## config.mk

```make
export PLATFORM = sky130hd
export DESIGN_NAME = acc_top
export DESIGN_NICKNAME = d
export VERILOG_FILES = /design/src/common/acc_pkg.sv /design/src/logic/acc_top.sv /design/src/logic/acc_sync.sv
export SDC_FILE = /design/constraint.sdc
export NUM_CORES = 1
export LEC_CHECK = 0
export ABC_AREA = 1
export BUFFER_PORTS_ARGS = -buffer_cell sky130_fd_sc_hd__buf_4
export CAP_MARGIN = 0
export CORE_UTILIZATION = 23
export CTS_CLUSTER_SIZE = 8
export DETAILED_ROUTE_END_ITERATION = 8
export HOLD_SLACK_MARGIN = 0.15
export PLACE_DENSITY = 0.43
export SYNTH_ARGS = -nofsm -noshare
export SYNTH_HDL_FRONTEND = slang
export SYNTH_SLANG_ARGS = --single-unit
export TNS_END_PERCENT = 50
```

## constraint.sdc

```tcl
create_clock -name clk_sys -period 10.1 [get_ports clk_sys]
set_input_delay 2.02 -clock clk_sys [delete_from_list [all_inputs] [get_ports clk_sys]]
set_output_delay 2.02 -clock clk_sys [all_outputs]
set_load 0.05 [all_outputs]
```

## src/common/acc_pkg.sv

```systemverilog
// Shared constants for the self-calibrating converter control block
//----------------------------------------------------------------------
// Function
// Write strobe rising edge starts a conversion
// Five sample cycles, then decisions six to seventeen
// Busy low for the whole conversion
// Power-up or supply fault waits, then calibrates
// Calibration from pin rising edge or D1
// Calibration overrides conversion; converts ignored meanwhile
// Calibration cycles then one automatic conversion
// Low byte eight LSBs, high byte MSBs
// Straight binary, right-justified in sixteen bits
// Byte select steers read data live
// Transparent default; decisions copied as made
// Full result valid when busy rises
// Special register D0 selects latched mode
// Latched mode updates only at completion
// Special register read with both selects high
// Status bits mode, calibrating, overflow, busy
// D2 turns pin into hold-control conversion start
// Sleep bit reads high, default after reset
// Supply fault sets flag, clears settings, recalibrates
// Writing D5 low clears supply fault flag
// Overflow flag set on overflow, cleared at start
// Special register write also starts conversion
// Channel address latched on write rising edge
// Conversion while asleep returns to sleep
// Busy flag bit is inverse of busy pin
//----------------------------------------------------------------------
package acc_pkg;

  // Data widths
  localparam int RES_W = 12;                // Converter resolution
  localparam int BUS_W = 8;                 // Host data bus width
  localparam int CNT_W = 16;                // Sequencer counter width

  // Sequencer timing in clock cycles
  localparam logic [CNT_W-1:0] POR_WAIT_CYC = 16'h9211; // 37393 cycles
  localparam logic [CNT_W-1:0] CAL_CYC = 16'h1200;      // 4608 cycles
  localparam logic [CNT_W-1:0] ACQ_CYC = 16'h0005;      // Sampling phase
  localparam logic [CNT_W-1:0] SAR_CYC = 16'h000C;      // Decision phase

  // Special register bit positions
  localparam int OUTPUT_LATCH_MODE_BIT = 0;
  localparam int TRIM_ACTIVE_BIT = 1;
  localparam int HOLD_CONTROL_SELECT_BIT = 2;
  localparam int SLEEP_STATE_BIT = 3;
  localparam int RESERVED_BIT = 4;
  localparam int SUPPLY_FAULT_BIT = 5;
  localparam int TRIM_OVERFLOW_BIT = 6;
  localparam int CONVERTING_FLAG_BIT = 7;

  // Reset values of the written settings
  localparam logic LATCH_MODE_RST = 1'b0;   // Transparent mode
  localparam logic HOLD_CTRL_RST = 1'b0;    // Pin acts as calibration
  localparam logic SLEEP_RST = 1'b1;        // Powered down
  localparam logic [RES_W-1:0] RESULT_RST = 12'h000;
  localparam logic [RES_W-1:0] SAR_MSB = 12'h800; // First trial weight

  // Sequencer states
  typedef enum logic [2:0] {
    ACC_IDLE,
    ACC_WAIT,
    ACC_CAL,
    ACC_ACQ,
    ACC_SAR
  } acc_state_e;

endpackage : acc_pkg

```

## src/logic/acc_top.sv

```systemverilog
// Control, sequencing and host interface of the converter
`timescale 1ns/10ps
module acc_top
  import acc_pkg::*;
#(
  parameter logic [acc_pkg::CNT_W-1:0] POR_WAIT = acc_pkg::POR_WAIT_CYC,
  parameter logic [acc_pkg::CNT_W-1:0] CAL_LEN = acc_pkg::CAL_CYC
) (
  input wire logic clk_sys,
  input wire logic rst,
  input wire logic chip_select_n,
  input wire logic read_n,
  input wire logic write_n,
  input wire logic special_register_select,
  input wire logic upper_byte_select,
  input wire logic channel_pick_bit0,
  input wire logic channel_pick_bit1,
  input wire logic trim_pin_n,
  input wire logic supply_fail,
  input wire logic [acc_pkg::BUS_W-1:0] data_in,
  output logic [acc_pkg::BUS_W-1:0] data_out,
  output logic data_oe_n,
  output logic busy,
  input wire logic comp_in,
  input wire logic trim_overflow,
  output logic [1:0] channel_sel,
  output logic sample_en,
  output logic [acc_pkg::RES_W-1:0] sar_trial,
  output logic trim_run,
  output logic power_down
);
  import acc_pkg::*;

  //--------------------------------------------------------------------
  // Pin synchronisation
  //--------------------------------------------------------------------
  localparam int PIN_W = BUS_W + 9;
  // Idle levels: chip select, strobes and pin 26 high, other selects, channel and fail detect low
  localparam logic [PIN_W-1:0] PIN_IDLE = {9'h1E0, 8'h00};

  logic [PIN_W-1:0] pin_raw; // Gathered pins
  logic [PIN_W-1:0] pin_s; // Synchronised pins
  logic cs_s; // Chip select, active low
  logic rd_s; // Read strobe, active low
  logic wr_s; // Write strobe, active low
  logic rs_s; // Special register select
  logic hbe_s; // Upper byte select
  logic [1:0] chan_s; // Channel address
  logic trim_s; // Pin 26 level
  logic fail_s; // Supply failure detect
  logic [BUS_W-1:0] din_s; // Write data

  assign pin_raw = {chip_select_n, read_n, write_n, trim_pin_n,
                    special_register_select, upper_byte_select,
                    channel_pick_bit1, channel_pick_bit0, supply_fail,
                    data_in};

  acc_sync #(
    .WIDTH(PIN_W),
    .RST_VAL(PIN_IDLE)
  ) u_sync (
    .clk_sys(clk_sys),
    .rst(rst),
    .async_in(pin_raw),
    .sync_out(pin_s)
  );

  assign cs_s = pin_s[PIN_W-1];
  assign rd_s = pin_s[PIN_W-2];
  assign wr_s = pin_s[PIN_W-3];
  assign trim_s = pin_s[PIN_W-4];
  assign rs_s = pin_s[PIN_W-5];
  assign hbe_s = pin_s[PIN_W-6];
  assign chan_s = pin_s[PIN_W-7:PIN_W-8];
  assign fail_s = pin_s[BUS_W];
  assign din_s = pin_s[BUS_W-1:0];

  //--------------------------------------------------------------------
  // State declarations
  //--------------------------------------------------------------------
  acc_state_e state_reg; // Sequencer state
  logic [CNT_W-1:0] cnt_reg; // Cycles spent in current state
  logic wr_act_reg; // Internal write pulse seen last cycle
  logic trim_prev_reg; // Pin 26 level last cycle
  logic fail_prev_reg; // Supply fail level last cycle
  logic lat_rs_reg; // Selects captured during the write pulse
  logic lat_hbe_reg;
  logic [1:0] lat_chan_reg; // Address captured during the write pulse
  logic [BUS_W-1:0] lat_data_reg; // Data captured during the write pulse
  logic latch_mode_reg; // Output latch mode setting
  logic hold_ctrl_reg; // Pin 26 as sample-to-hold control
  logic sleep_reg; // Power-down setting
  logic fault_reg; // Supply fault flag
  logic ovf_reg; // Calibration overflow flag
  logic [RES_W-1:0] sar_reg; // Successive approximation trial word
  logic [RES_W-1:0] result_reg; // Output data register
  logic [1:0] chan_reg; // Selected channel
  logic busy_reg; // Busy pin, low while working

  //--------------------------------------------------------------------
  // Event decode
  //--------------------------------------------------------------------
  logic wr_act; // Internal write pulse, NOR of strobes
  logic wr_rise; // Write strobe just ended
  logic sfr_wr; // Special register write completed
  logic pin_rise; // Rising edge on pin 26
  logic fail_rise; // Supply failure detected
  logic cal_cmd; // Start calibration
  logic conv_cmd; // Start conversion
  logic in_cal; // Calibration sequence owns the converter
  logic acq_done; // Last sampling cycle
  logic sar_done; // Last decision cycle

  assign wr_act = !cs_s && !wr_s;
  assign wr_rise = wr_act_reg && !wr_act;
  assign sfr_wr = wr_rise && lat_rs_reg && lat_hbe_reg;
  assign pin_rise = trim_s && !trim_prev_reg;
  assign fail_rise = fail_s && !fail_prev_reg;
  assign cal_cmd = (pin_rise && !hold_ctrl_reg) ||
                   (sfr_wr && lat_data_reg[TRIM_ACTIVE_BIT]);
  assign conv_cmd = (wr_rise && !lat_rs_reg && !hold_ctrl_reg) ||
                    sfr_wr ||
                    (pin_rise && hold_ctrl_reg);
  assign in_cal = (state_reg == ACC_WAIT) || (state_reg == ACC_CAL);
  assign acq_done = cnt_reg == ACQ_CYC - 16'h0001;
  assign sar_done = cnt_reg == SAR_CYC - 16'h0001;

  //--------------------------------------------------------------------
  // Write capture
  //--------------------------------------------------------------------
  // Fields are held from the last active cycle, since on the rising
  // edge itself the host may already have moved them
  always_ff @(posedge clk_sys or posedge rst) begin
    if (rst) begin
      wr_act_reg <= 1'b0;
      lat_rs_reg <= 1'b0;
      lat_hbe_reg <= 1'b0;
      lat_chan_reg <= 2'h0;
      lat_data_reg <= 8'h00;
    end else begin
      wr_act_reg <= wr_act;
      if (wr_act) begin
        lat_rs_reg <= rs_s;
        lat_hbe_reg <= hbe_s;
        lat_chan_reg <= chan_s;
        lat_data_reg <= din_s;
      end
    end
  end

  //--------------------------------------------------------------------
  // Edge history for pin 26 and supply detect
  //--------------------------------------------------------------------
  always_ff @(posedge clk_sys or posedge rst) begin
    if (rst) begin
      trim_prev_reg <= 1'b1;
      fail_prev_reg <= 1'b0;
    end else begin
      trim_prev_reg <= trim_s;
      fail_prev_reg <= fail_s;
    end
  end

  //--------------------------------------------------------------------
  // Channel latch
  //--------------------------------------------------------------------
  // Latched on every write edge, also in hold-control mode
  always_ff @(posedge clk_sys or posedge rst) begin
    if (rst) begin
      chan_reg <= 2'h0;
    end else if (wr_rise) begin
      chan_reg <= lat_chan_reg;
    end
  end

  //--------------------------------------------------------------------
  // Sequencer
  //--------------------------------------------------------------------
  // Reset is treated as power-up: the settling wait runs first
  always_ff @(posedge clk_sys or posedge rst) begin
    if (rst) begin
      state_reg <= ACC_WAIT;
      cnt_reg <= 16'h0000;
    end else if (fail_rise) begin
      state_reg <= ACC_WAIT;
      cnt_reg <= 16'h0000;
    end else if (cal_cmd && state_reg != ACC_WAIT) begin
      state_reg <= ACC_CAL;
      cnt_reg <= 16'h0000;
    end else begin
      cnt_reg <= cnt_reg + 16'h0001;
      case (state_reg)
        ACC_IDLE: begin
          cnt_reg <= 16'h0000;
          if (conv_cmd) begin
            state_reg <= ACC_ACQ;
          end
        end
        ACC_WAIT: begin
          if (cnt_reg == POR_WAIT - 16'h0001) begin
            state_reg <= ACC_CAL;
            cnt_reg <= 16'h0000;
          end
        end
        ACC_CAL: begin
          // Convert commands fall through unseen here
          if (cnt_reg == CAL_LEN - 16'h0001) begin
            state_reg <= ACC_ACQ;
            cnt_reg <= 16'h0000;
          end
        end
        ACC_ACQ: begin
          if (acq_done) begin
            state_reg <= ACC_SAR;
            cnt_reg <= 16'h0000;
          end
        end
        ACC_SAR: begin
          if (sar_done) begin
            state_reg <= ACC_IDLE;
            cnt_reg <= 16'h0000;
          end
        end
        default: begin
          state_reg <= ACC_IDLE;
          cnt_reg <= 16'h0000;
        end
      endcase
    end
  end

  //--------------------------------------------------------------------
  // Busy pin
  //--------------------------------------------------------------------
  // Low from the edge that starts work until the last decision edge
  always_ff @(posedge clk_sys or posedge rst) begin
    if (rst) begin
      busy_reg <= 1'b0;
    end else if (fail_rise || cal_cmd) begin
      busy_reg <= 1'b0;
    end else if (state_reg == ACC_IDLE) begin
      busy_reg <= !conv_cmd;
    end else if (state_reg == ACC_SAR && sar_done) begin
      busy_reg <= 1'b1;
    end
  end

  //--------------------------------------------------------------------
  // Successive approximation and output register
  //--------------------------------------------------------------------
  // Trial bit is kept when the comparator says input is above it
  always_ff @(posedge clk_sys or posedge rst) begin
    if (rst) begin
      sar_reg <= RESULT_RST;
      result_reg <= RESULT_RST;
    end else if (state_reg == ACC_ACQ && acq_done && !cal_cmd &&
                 !fail_rise) begin
      sar_reg <= SAR_MSB;
    end else if (state_reg == ACC_SAR && !cal_cmd && !fail_rise) begin
      for (int i = 0; i < RES_W; i++) begin
        if (i == RES_W - 1 - int'(cnt_reg[3:0])) begin
          sar_reg[i] <= comp_in;
          if (i > 0) begin
            sar_reg[i-1] <= 1'b1;
          end
          if (!latch_mode_reg) begin
            result_reg[i] <= comp_in;
          end
        end
      end
      if (latch_mode_reg && sar_done) begin
        // Final bit is merged here since sar_reg lags one edge
        result_reg <= {sar_reg[RES_W-1:1], comp_in};
      end
    end
  end

  //--------------------------------------------------------------------
  // Special register settings
  //--------------------------------------------------------------------
  // A supply fault discards every special register setting written so far
  always_ff @(posedge clk_sys or posedge rst) begin
    if (rst) begin
      latch_mode_reg <= LATCH_MODE_RST;
      hold_ctrl_reg <= HOLD_CTRL_RST;
      sleep_reg <= SLEEP_RST;
    end else if (fail_rise) begin
      latch_mode_reg <= LATCH_MODE_RST;
      hold_ctrl_reg <= HOLD_CTRL_RST;
      sleep_reg <= SLEEP_RST;
    end else if (sfr_wr) begin
      latch_mode_reg <= lat_data_reg[OUTPUT_LATCH_MODE_BIT];
      hold_ctrl_reg <= lat_data_reg[HOLD_CONTROL_SELECT_BIT];
      sleep_reg <= lat_data_reg[SLEEP_STATE_BIT];
    end else if (pin_rise && !hold_ctrl_reg) begin
      sleep_reg <= 1'b0; // Pin calibration wakes the converter
    end
  end

  //--------------------------------------------------------------------
  // Fault and overflow flags
  //--------------------------------------------------------------------
  // Setting beats clearing when both land on one edge
  always_ff @(posedge clk_sys or posedge rst) begin
    if (rst) begin
      fault_reg <= 1'b0;
      ovf_reg <= 1'b0;
    end else begin
      if (fail_rise) begin
        fault_reg <= 1'b1;
      end else if (sfr_wr && !lat_data_reg[SUPPLY_FAULT_BIT]) begin
        fault_reg <= 1'b0;
      end
      if (state_reg == ACC_CAL && trim_overflow) begin
        ovf_reg <= 1'b1;
      end else if (cal_cmd || (state_reg == ACC_WAIT &&
                   cnt_reg == POR_WAIT - 16'h0001)) begin
        ovf_reg <= 1'b0;
      end
    end
  end

  //--------------------------------------------------------------------
  // Host read path
  //--------------------------------------------------------------------
  // Re-evaluated every cycle so a byte select change during a read
  // switches the driven byte
  logic [BUS_W-1:0] sfr_val; // Special register read image
  logic rd_act; // Internal read pulse

  assign rd_act = !cs_s && !rd_s && wr_s;
  assign sfr_val = {!busy_reg,
                    ovf_reg, fault_reg, 1'b0, sleep_reg, hold_ctrl_reg,
                    in_cal, latch_mode_reg};

  always_ff @(posedge clk_sys or posedge rst) begin
    if (rst) begin
      data_out <= 8'h00;
      data_oe_n <= 1'b1;
    end else begin
      data_oe_n <= !rd_act;
      if (rs_s && hbe_s) begin
        data_out <= sfr_val;
      end else if (rs_s) begin
        data_out <= 8'h00; // Reserved select pair reads zero
      end else if (hbe_s) begin
        data_out <= {4'h0, result_reg[RES_W-1:BUS_W]};
      end else begin
        data_out <= result_reg[BUS_W-1:0];
      end
    end
  end

  //--------------------------------------------------------------------
  // Analog-side controls
  //--------------------------------------------------------------------
  // Power down only while idle, so a sleeping converter still serves
  // a single conversion and then drops back
  always_ff @(posedge clk_sys or posedge rst) begin
    if (rst) begin
      sample_en <= 1'b0;
      trim_run <= 1'b0;
      power_down <= 1'b1;
      channel_sel <= 2'h0;
    end else begin
      sample_en <= state_reg == ACC_ACQ;
      trim_run <= in_cal;
      power_down <= sleep_reg && state_reg == ACC_IDLE;
      channel_sel <= chan_reg;
    end
  end

  assign busy = busy_reg;
  assign sar_trial = sar_reg;

endmodule : acc_top

```

## src/logic/acc_sync.sv

```systemverilog
// Two-stage synchroniser for asynchronous pin inputs
`timescale 1ns/10ps
module acc_sync #(
  parameter int WIDTH = 1,
  parameter logic [WIDTH-1:0] RST_VAL = '0
) (
  input wire logic clk_sys,
  input wire logic rst,
  input wire logic [WIDTH-1:0] async_in,
  output logic [WIDTH-1:0] sync_out
);

  logic [WIDTH-1:0] meta_reg; // First stage, read only by second stage

  //--------------------------------------------------------------------
  // Double flop
  //--------------------------------------------------------------------
  // Reset value matches the idle level so no false edges at release
  always_ff @(posedge clk_sys or posedge rst) begin
    if (rst) begin
      meta_reg <= RST_VAL;
      sync_out <= RST_VAL;
    end else begin
      meta_reg <= async_in;
      sync_out <= meta_reg;
    end
  end

endmodule : acc_sync

```

==> metrics list, run 1 <==
- Status: complete, no violations
* Synthesized net count: 587
- Clock Skew: 0.0114 ns
- Number of distinct library cell variants in the gate-level netlist after synthesis: 36
- Crit-path cells: buf_4
- Final-stage net count: 627
- In this run the number of cells on the critical path is 1.
- TritonCTS built the clock tree.
* Die boundary height: 148 um
- Aggregate routed wire length: 11,200 um
- Worst setup path class: flip-flop to output port
- In this run the tightest slew margin relative to its limit is 53.7%.
- Yosys warning count: 0
- Count of buffer and inverter cells on the critical path: 1
- Total congestion overflow after global routing: 0
* IO buf count: 44
- In the routed design, unresolved DRC markers number 0.
* Unrepaired setup endpoints after global routing: no
* Total of max-cap violations: 0
* Simple-gate area share of the yosys netlist: 27.6%
- The number of antenna violations at the first check in global routing is 0.
- Tot Pwr: 1070 uW
- After legalization and detailed placement, the total HPWL measured 8070 um.
- Seq cells post-synth: 105
- The floorplan step set the die width to 148 um.
- Average cell area after synthesis: 8.75 sq um
* Wire length of the first global-routing pass: 19,000 um
* PostCTS Resize Cnt: 0
* Sum of negative setup slack: 0 ns
* Net Sw Frac: 32.0%
- Synth Cell Area: 4920 sq um
- Dividing the final minimum period by the clock period gives 30.6%.
* CTS root buffer: clkbuf_16
- Vias: 3,700
- Largest voltage drop on the vdd net: 0.0000643 V
* Hold Violations, Final: 0
- The worst path in the final design needs a cycle of 3.09 ns, including I/O delays and setup.
- In the final routed layout, each cell accounts on average for 12.7 um.
- The count of cells in the finished layout, fillers not included, comes to 882.
* Starting density of the core: 23.4%
- Last weighted congestion value of the routability-driven placer: 0.805
- Vias in the first global route: 3,651
- Net Sw Power: 344 uW
- Combinational share of power: 21.0%
- Number of cell instances on the worst register-to-register path: 9
- Top-level port count: 48
- # H-tree levels: 3
- The longest clock path from root to sink contains 2 buffers.
- In this run the core area contains 53 standard-cell rows.
- Number of flip-flops in the largest register: 16
* Static Leak: 0.00262 uW
* TritonCTS Buffers: 9
- Fin. max-slew vios: 0
- Maximum operating frequency: 0.324 GHz
- Xor/xnor cell area share of the yosys netlist: 2.14%
- Fraction of the mapped netlist area in compound gates: 7.40%
* Area of all placed cells without fillers: 5780 sq um
* Core area: 21,000 sq um
* Count of nets left with antenna violations after detail routing: 0
- 0 antenna diodes ended up in the layout.
* Highest cell delay on the worst timing path: 0.53 ns
- Area added between synthesis and finish: 17.6%
- Global routing used 11.1% of the available tracks across all layers.
- First-pass detailed-route iteration total: 4
- The clock drives 105 sinks.
- Summing all placed instances gives a cell area of 5470 sq um.
- Die Outline Area: 22,000 sq um
* DR vias/cell: 4.20
* Sequential Power Share: 44.6%
* Crit path max-delay cell type: dfstp_2
- Pwr per Cell Area: 185 nW/um^2
* Tightest Hold Check Type: flip-flop to flip-flop
- Post-CTS setup-driven buffer insertion count: 0
- Cell count after placement: 866
* Top fanout value on the critical path: 1
- Instance count of the mapped netlist: 562
- The first routing iteration left 184 violations.
* Critical path endpoint category: output port
* Family with the most delay on the worst path: flip-flops
- Entering global routing, the biggest net connects 58 pins.
- Largest family of logic cells by synthesized area: simple AND/OR/NAND/NOR gates
- Clock latency reported for the late side of the worst-skew pair: 0.35 ns
* Clock transition at the register clock pins on the worst setup and hold paths after CTS: 0.07 ns
- Setup violations remaining at the end of the flow were counted as 0.
- Internal power comes to 729 uW.
* Worst setup SP type: flip-flop
- Core utilization of the finished layout: 27.5%
* Number of hold buffers added after CTS: 0
- At the pin with the least slew margin, the transition time is 0.694 ns.
- In the final layout, the share of cells above drive strength 1 is 19.6%.
- Data required time of the critical path: 8.08 ns
- Of the total power, the clock network draws 34.4%.
- The portion of synthesized area spent on multiplexers is 0%.
- Sequential cells were found to cover 53.8% of the synthesized design area.
- Counting instances, the worst hold path has a depth of 0.
* Data arrival time of the critical path: 1.07 ns
* Adder-cell share of the synthesized area: 1.02%
-- cell families after synthesis --
kind of cell | Yosys count
AO/OA/AOI/OAI | 64
XOR/XNOR | 12
adder cells (fa/ha/maj) | 4
buffers and inverters | 85
flip-flops | 105
AND/OR/NAND/NOR | 292
-- power by group through the flow --
stage	Clock [uW]	Combinational (uW)	Sequential [uW]
6_report	368	225	479
5_1_grt	400	249	484
4_1_cts	383	227	480
3_5_place_dp	0	226	487
3_3_place_gp	0	223	487
2_1_floorplan	0	129	524
-- cell usage in the layout, fill, tap and decap left out, drive strengths merged, types with 2 or more instances in the layout --
| master | synthesis | layout |
|---|---|---|
| nand2 | 159 | 159 |
| dfrtp | 92 | 92 |
| inv | 69 | 71 |
| nor2 | 68 | 68 |
| nand3 | 54 | 54 |
| buf | 12 | 45 |
| o21ai | 42 | 42 |
| dfstp | 13 | 13 |
| clkbuf | 4 | 12 |
| xor2 | 10 | 10 |
| o211ai | 8 | 8 |
| nand4 | 6 | 6 |
| o22ai | 5 | 5 |
| ha | 4 | 4 |
| a21oi | 4 | 4 |
| nor3 | 3 | 3 |
| xnor2 | 2 | 2 |
| o2111ai | 2 | 2 |
-- worst paths after layout --
path,from,slack [ns],end
worst max-delay path,power_down,7.01,power_down
worst min-delay path,u_sync.meta_reg[10],0.35,u_sync.sync_out[10]
worst max register to register,cnt_reg[0],8.01,result_reg[5]
worst min register to register,u_sync.meta_reg[10],0.35,u_sync.sync_out[10]
max in group asynchronous,rst,7.20,u_sync.sync_out[3]
min in group asynchronous,rst,1.75,u_sync.meta_reg[8]
-- per-stage QoR --
stage                     hold slack, ns  setup WS, ns
final                              0.349          7.01
after detailed placement           0.335          6.70
after CTS                          0.351          7.00
after global placement             0.335          6.73
after floorplan                    0.331          5.34
after global routing               0.358          6.90
-- metal layers --
metal	part of all wire [%]	up-vias	GRT usage, %	wire length [um]
met3	3.0	14	2.12	338
li1	-	1867	-	-
met5	0	-	0	0
met4	1.9	0	4.64	211
met2	45	52	17.1	5030
met1	50	1767	15.2	5580
-- cells in the mapped netlist, drive strengths merged --
library cell  count  area [sq um]
nand3b            1          7.51
nand3            54           310
o2111ai           2          17.5
o31ai             1          7.51
dfrtp            92          2300
a21oi             4          23.8
ha                4          50.1
o211ai            8          60.1
xnor2             2          17.5
nor2             68           343
o21ai            42           210
dfstp            13           342
inv              69           264
nand4             6          37.5
buf              12           120
nor3              3          31.3
or2               1          6.26
a31oi             1          6.26
clkbuf            4          15.0
o21bai            1          7.51
o22ai             5          31.3
nand2           159           619
xor2             10          87.6
-- area by class of cell --
cell class	count	area (sq um)
clock buffers	12	256
clock inverters	4	58.8
fillers	2252	15200
inverters	69	267
multi-input cells	372	1870
flip-flops and latches	105	2640
well taps	275	344
repair buffers	45	338
(Power assumes the default switching activity.)
==> inputs of run 2 (changes only) <==
--- a/config.mk
+++ b/config.mk
@@ -12,7 +12,7 @@
 export CTS_CLUSTER_SIZE = 8
 export DETAILED_ROUTE_END_ITERATION = 8
 export HOLD_SLACK_MARGIN = 0.15
-export PLACE_DENSITY = 0.43
+export PLACE_DENSITY = 0.44
 export SYNTH_ARGS = -nofsm -noshare
 export SYNTH_HDL_FRONTEND = slang
 export SYNTH_SLANG_ARGS = --single-unit
==> constraint.sdc (replaced) <==
create_clock -name clk_sys -period 2.6 [get_ports clk_sys]
set_input_delay 0.52 -clock clk_sys [delete_from_list [all_inputs] [get_ports clk_sys]]
set_output_delay 0.52 -clock clk_sys [all_outputs]
set_load 0.05 [all_outputs]
==> metrics list, run 2 (same netlist as run 1, synthesis figures left out) <==
- Count of final setup violators: 0 (unchanged)
* Area of all placed cells without fillers: 5800 sq um (was 5780 sq um)
- The most frequent standard cell in the layout excluding fill and tap cells is nand2_1 (unchanged).
* Top-level port count: 48 (unchanged)
* Unrepaired setup endpoints after global routing: no (unchanged)
- The final sum of negative setup slack came to 0 ns (unchanged).
* Static Leak: 0.00262 uW (about the same)
- The post-CTS setup buffer count was 0 (unchanged).
- The effective utilization at floorplan is 23.4% (unchanged).
- Top library cells by usage in the layout, fill and taps aside: nand2_1, dfrtp_1, inv_1, nand3_1, nor2_1 (was nand2_1, dfrtp_1, inv_1, nand3_1).
- The final setup skew was 0.00537 ns (was 0.0114 ns).
* Standard-cell rows: 53 (unchanged)
- The number of DRC markers after the initial detailed-route iteration is 179 (was 184).
- The clock period could shrink to 2.10 ns.
- The highest cell delay on the worst timing path came to 0.43 ns (was 0.53 ns).
- Crit-path cells: inv_1, ha_1, nand3_4, nor2_1, nand2_2, nor2_4, nand3_4, nand2_4, o21ai_0, nand2_1, nand2_1 (was buf_4).
- The sort of element at the end of the critical path is a flip-flop (was output port).
* Sequential Power Share: 45.3% (was 44.6%)
* Core area: 21,000 sq um (unchanged)
- Wire length of the first global-routing pass: 18,700 um (was 19,000 um)
- The endpoint arrival time on the critical path came to 2.34 ns (was 1.07 ns).
- The register clock-pin slew on the reported worst setup and hold paths is 0.07 ns (about the same).
* Die Outline Area: 22,000 sq um (unchanged)
* First-pass detailed-route iteration total: 5 (was 4)
* Clock latency reported for the late side of the worst-skew pair: 0.35 ns (about the same)
- The hold buffer count at CTS was 0 (unchanged).
- The average detailed-routed wire length per instance was 12.6 um (was 12.7 um).
- The CTS root buffer is clkbuf_16 (unchanged).
- Worst reg-to-reg setup slack: 0.50 ns (was 8.01 ns)
- Last weighted congestion value of the routability-driven placer: 0.801 (was 0.805)
- The quantity of I/O buffers inserted on ports was 44 (unchanged).
- Hold Violations, Final: 0 (unchanged)
* Maximum operating frequency: 0.475 GHz
* Net Sw Frac: 32.3% (was 32.0%)
- The final routed DRC violation total was 0 (unchanged).
* # H-tree levels: 3 (unchanged)
* Vias: 3,729 (was 3,700)
* Total of max-cap violations: 0 (unchanged)
* Status: complete, no violations (unchanged)
- The family of cells with the greatest summed delay on the critical path is simple AND/OR/NAND/NOR gates (was flip-flops).
- The reg-to-reg critical path endpoint is sar_trial[6] (was result_reg[5]).
- Area added between synthesis and finish: 17.9% (was 17.6%)
- Chip Width: 148 um (unchanged)
- The transition time at the pin with the least slew margin was 0.704 ns (was 0.694 ns).
* Net Sw Power: 1330 uW (was 344 uW)
- The number of nets with antenna violations after routing came to 0 (unchanged).
* Core utilization of the finished layout: 27.6% (was 27.5%)
- Data required time of the critical path: 2.83 ns (was 8.08 ns)
- Worst setup path class: flip-flop to flip-flop (was flip-flop to output port)
- The buffers plus inverters on the worst setup path came to 1 (unchanged).
* Total congestion overflow after global routing: 0 (unchanged)
- The part of the power in the clock network is 33.4% (was 34.4%).
- Fin crit share: 80.9%
- The final net count is 628 (was 627).
* Top fanout value on the critical path: 18 (was 1)
- The total clock buffers created by CTS came to 9 (unchanged).
* Pwr per Cell Area: 709 nW/um^2 (was 185 nW/um^2)
* Share of post-route cells with drive strength above 1: 19.6% (about the same)
- The number of diodes added for antenna fixing is 0 (unchanged).
* PostCTS Resize Cnt: 0 (unchanged)
* Die boundary height: 148 um (unchanged)
- The highest-delay cell along the critical path is dfrtp_1 (was dfstp_2).
- Tightest Hold Check Type: input port to async pin (was flip-flop to flip-flop)
- Initial antenna violation count: 0 (unchanged)
* Clock tree from TritonCTS: built (unchanged)
- Post-place setup slack: 0.499 ns (was 6.70 ns)
- The internal power came to 2780 uW (was 729 uW).
* Combinational share of power: 21.4% (was 21.0%)
* Largest voltage drop on the vdd net: 0.000304 V (was 0.0000643 V)
- The launch point of the worst reg-to-reg path is cnt_reg[0] (unchanged).
* Largest buffer count on any clock path: 2 (unchanged)
- Maximum number of pins on one net before global-route repair: 46 (was 58)
- Slew headroom: 53.0% (was 53.7%)
- The number of global-route vias before repair is 3,669 (was 3,651).
- The number of filler cells placed in the layout is 2,237 (was 2,252).
- The logic depth of the worst setup path including buffers is 11 (was 1).
- The total wirelength of the detailed-routed design is 11,100 um (was 11,200 um).
- The half-perimeter wire length after detailed placement came to 8100 um (was 8070 um).
* Global-route total usage across every layer: 10.9% (was 11.1%)
* Number of flip-flops in the largest register: 16 (unchanged)
- The post-place instance area was 5500 sq um (was 5470 sq um).
- Worst setup SP type: flip-flop (unchanged)
* DR vias/cell: 4.22 (was 4.20)
- Fin. max-slew vios: 0 (unchanged)
- The final worst slack was 0.496 ns (was 7.01 ns).
- The worst reg2reg path depth was 11 (was 9).
* Number of sinks driven by the clock tree: 105 (unchanged)
## run 2: changes by cell type in the layout (fill, tap and decap cells not counted), sizes merged
cell	previous run	this run
clkinvlp	0	2
buf	45	46
clkbuf	12	11
inv	71	70
## run 2: metrics by stage
| stage | power (uW) | hold slack [ns] | instances |
|---|---|---|---|
| global placement | 2760 | 0.333 | 867 |
| global route | 4330 | 0.258 | 883 |
| detailed placement | 2770 | 0.335 | 867 |
| floorplan | 2540 | 0.331 | 562 |
| CTS | 4170 | 0.259 | 883 |
| finish | 4110 | 0.277 | 883 |
## run 2: area by class of cell
class	instances	area (sq um)	area share (%)
sequential	105	2640	45.6
multi-input combinational	372	1870	32.3
timing repair buffer	46	370	6.39
tap	275	344	5.94
inverter	69	268	4.62
clock buffer	11	233	4.02
clock inverter	5	62.6	1.08
## run 2: worst max-delay path by stage
stage / start / endpoint / slack, ns
6_report: cnt_reg[0] / sar_trial[6] / 0.50
5_1_grt: cnt_reg[0] / result_reg[9] / 0.25
4_1_cts: cnt_reg[0] / sar_trial[6] / 0.49
3_5_place_dp: cnt_reg[0] / sar_trial[6] / 0.50
3_3_place_gp: cnt_reg[0] / result_reg[5] / 0.52
2_1_floorplan: rst / busy / 0.83
## run 2: worst reg2reg max path: cells and delay by family (launching register included)
family	cells	cell delay [ns]
AO/OA/AOI/OAI	1	0.13
adder cells (fa/ha/maj)	1	0.23
AND/OR/NAND/NOR	8	1.11
flip-flops	1	0.43
buffers and inverters	1	0.10
## run 2: power groups by stage
stage / clock network [uW] / registers, uW / logic, uW
finish: 1370 / 1860 / 878
detailed placement: 0 / 1890 / 882
global route: 1490 / 1880 / 966
floorplan: 0 / 2030 / 501
CTS: 1430 / 1860 / 887
global placement: 0 / 1890 / 872
## run 2: layer usage
metal	up-vias	part of all wire, %	track usage, %
met2	56	47	17.3
met5	-	0	0
met4	0	1.6	4.18
met3	11	3.5	2.39
li1	1859	-	-
met1	1803	48	14.4
==> inputs of run 3 (changes only) <==
--- a/config.mk
+++ b/config.mk
@@ -12,7 +12,7 @@
 export CTS_CLUSTER_SIZE = 8
 export DETAILED_ROUTE_END_ITERATION = 8
 export HOLD_SLACK_MARGIN = 0.15
-export PLACE_DENSITY = 0.44
+export PLACE_DENSITY = 0.43
 export SYNTH_ARGS = -nofsm -noshare
 export SYNTH_HDL_FRONTEND = slang
 export SYNTH_SLANG_ARGS = --single-unit
==> constraint.sdc (replaced) <==
create_clock -name clk_sys -period 2 [get_ports clk_sys]
set_input_delay 0.4 -clock clk_sys [delete_from_list [all_inputs] [get_ports clk_sys]]
set_output_delay 0.4 -clock clk_sys [all_outputs]
set_load 0.05 [all_outputs]
==> metrics list, run 3 (same netlist as run 1, synthesis figures left out) <==
- Clock transition at the register clock pins on the worst setup and hold paths after CTS: 0.07 ns (about the same)
- Total of max-cap violations: 0 (unchanged)
* Die Outline Area: 22,000 sq um (unchanged)
* Highest cell delay on the worst timing path: 0.42 ns (was 0.43 ns)
- The static leakage is 0.00275 uW (was 0.00262 uW).
* Worst reg-to-reg setup slack: 0.12 ns (was 0.50 ns)
* Slew headroom: 61.5% (was 53.0%)
- Area of all placed cells without fillers: 6090 sq um (was 5800 sq um)
- Standard-cell rows: 53 (unchanged)
- The half-perimeter wire length after detailed placement was 8130 um (was 8100 um).
* Fin. max-slew vios: 0 (unchanged)
* Diode count: 0 (unchanged)
* Worst hold-check slack: 0.202 ns (was 0.277 ns)
- Clock latency reported for the late side of the worst-skew pair: 0.35 ns (about the same)
* Hold Violations, Final: 0 (unchanged)
- The number of iterations in the first detailed-routing pass came to 4 (was 5).
- Count of nets left with antenna violations after detail routing: 0 (unchanged)
- The total clock buffers created by CTS came to 9 (unchanged).
- Number of cell instances on the worst register-to-register path: 12 (was 11)
- Top-level port count: 48 (unchanged)
- The TritonCTS sink count was 105 (unchanged).
- The final worst slack was 0.120 ns (was 0.496 ns).
- Die boundary height: 148 um (unchanged)
* Global-route total usage across every layer: 11.2% (was 10.9%)
- The final setup skew was 0.0108 ns (was 0.00537 ns).
- Top fanout value on the critical path: 13 (was 18)
- The maximum number of buffers from clock root to sink is 2 (unchanged).
* Total placed instance area: 5640 sq um (was 5500 sq um)
* Initial antenna violation count: 0 (unchanged)
- Core area: 21,000 sq um (unchanged)
- DR vias/cell: 4.10 (was 4.22)
- The effective utilization at floorplan is 23.4% (unchanged).
- Fin crit share: 94.0% (was 80.9%)
- Leading cell type in the layout, fill and taps excluded: nand2_1 (unchanged)
* IO buf count: 44 (unchanged)
- The CTS root buffer was clkbuf_16 (unchanged).
- The signed area change from the synthesized netlist to the final layout was 23.8% (was 17.9%).
- Family with the most delay on the worst path: simple AND/OR/NAND/NOR gates (unchanged)
- Status: complete, no violations (unchanged)
- Terminus of the critical flop-to-flop path: sar_trial[5] (was sar_trial[6])
- The final core area utilization is 29.0% (was 27.6%).
* Number of flip-flops in the largest register: 16 (unchanged)
- Aggregate routed wire length: 11,200 um (was 11,100 um)
* Transition at the pin with the smallest max-transition slack: 0.577 ns (was 0.704 ns)
- The number of H-tree branching levels came to 3 (unchanged).
- The buffers plus inverters on the worst setup path is 2 (was 1).
- The class of the tightest hold or removal check is input port to async pin (unchanged).
* Maximum operating frequency: 0.532 GHz (was 0.475 GHz)
- The first-pass GRT wire length was 19,100 um (was 18,700 um).
* Clock tree from TritonCTS: built (unchanged)
- The average detailed-routed wire length per instance is 12.3 um (was 12.6 um).
- Sum of negative setup slack: 0 ns (unchanged)
- Post-CTS setup-driven buffer insertion count: 0 (unchanged)
- The global-route congestion overflow total is 0 (unchanged).
* Worst setup path class: flip-flop to flip-flop (unchanged)
* Critical path endpoint category: flip-flop (unchanged)
* Crit path max-delay cell type: dfrtp_1 (unchanged)
- Share of post-route cells with drive strength above 1: 21.7% (was 19.6%)
- The count of final setup violators came to 0 (unchanged).
- Total DRC errors in the routed layout: 0 (unchanged)
- The worst setup slack after placement is 0.0374 ns (was 0.499 ns).
* Vias in the first global route: 3,750 (was 3,669)
- Top library cells by usage in the layout, fill and taps aside: nand2_1, dfrtp_1, inv_1, buf_4, nand3_1 (was nand2_1, dfrtp_1, inv_1, nand3_1, nor2_1).
- The launch point of the worst reg-to-reg path is cnt_reg[0] (unchanged).
- Chip Width: 148 um (unchanged)
* Pwr per Cell Area: 888 nW/um^2 (was 709 nW/um^2)
- The final critical path time including I/O delays and setup came to 1.88 ns (was 2.10 ns).
* Vias: 3,735 (was 3,729)
* Layout fillers: 2,221 (was 2,237)
* Data required time of the critical path: 2.24 ns (was 2.83 ns)
* Final-stage net count: 655 (was 628)
- Crit-path cells: inv_1, ha_2, nand3_4, nor2_1, nand2_2, nor2_4, nand3_4, buf_12, nand3_1, nand2_1, nand2_1, nand2_1 (was inv_1, ha_1, nand3_4, nor2_1, nand2_2, nor2_4, nand3_4, nand2_4, o21ai_0, nand2_1, nand2_1).
- Largest voltage drop on the vdd net: 0.000311 V (was 0.000304 V)
- In this design, the critical path's most frequently occurring cell is nand2_1.
- Worst setup SP type: flip-flop (unchanged)
- Last weighted congestion value of the routability-driven placer: 0.781 (was 0.801)
- Violation count after the first detailed-routing iteration: 208 (was 179)
- Maximum number of pins on one net before global-route repair: 106 (was 46)
- The endpoint arrival time on the critical path is 2.12 ns (was 2.34 ns).
==> run 3: cell count changes in the layout (fill, tap and decap cells not counted), sizes merged <==
cell | previous run | this run
dlygate4sd3 | 0 | 14
bufinv | 1 | 0
buf | 46 | 59
inv | 70 | 71
==> run 3: final cells by class <==
| type | count | area, sq um | area share, % |
|---|---|---|---|
| clock buffers | 11 | 243 | 3.99 |
| clock inverters | 5 | 45.0 | 0.740 |
| inverters | 69 | 270 | 4.44 |
| multi-input cells | 372 | 1900 | 31.1 |
| flip-flops and latches | 105 | 2640 | 43.4 |
| well taps | 275 | 344 | 5.65 |
| repair buffers | 73 | 646 | 10.6 |
==> run 3: where the power goes <==
part | total (uW) | internal [uW] | switching, uW
clock network | 1730 | 900 | 831
logic | 1260 | 417 | 842
registers | 2420 | 2310 | 104
==> run 3: how the worst max path moves through the flow <==
stage / depth (start not counted) / end / from / slack [ns]
6_report: 12 / sar_trial[5] / cnt_reg[0] / 0.12
5_1_grt: 12 / sar_trial[4] / cnt_reg[0] / -0.01
3_3_place_gp: 10 / result_reg[8] / cnt_reg[0] / 0.09
3_5_place_dp: 10 / result_reg[1] / cnt_reg[0] / 0.04
2_1_floorplan: 12 / sar_trial[10] / cnt_reg[0] / 0.30
4_1_cts: 10 / result_reg[1] / cnt_reg[0] / 0.03
==> run 3: worst min-delay path, cell delays in order <==
cell	delay, ns
buf_4	0.12
clkinvlp_4	0.07
buf_12	0.41
==> run 3: timing repair <==
action | CTS | global route
hold endpoints to repair | 14 | 0
hold buffers | 14 | 0
gates resized for setup | 0 | 8
endpoints found under the setup margin | 0 | 29
==> run 3: metal layers <==
layer | global-route usage (%) | vias up | routed length, um
met4 | 3.76 | 0 | 150
met2 | 17.8 | 56 | 5220
li1 | - | 1918 | -
met5 | 0 | - | 0
met1 | 14.9 | 1751 | 5540
met3 | 2.64 | 10 | 317
==> run 3: through the flow <==
step	power [uW]	std cells
5_1_grt	5720	910
6_report	5410	910
3_5_place_dp	3710	880
2_1_floorplan	3300	562
3_3_place_gp	3690	880
4_1_cts	5500	910
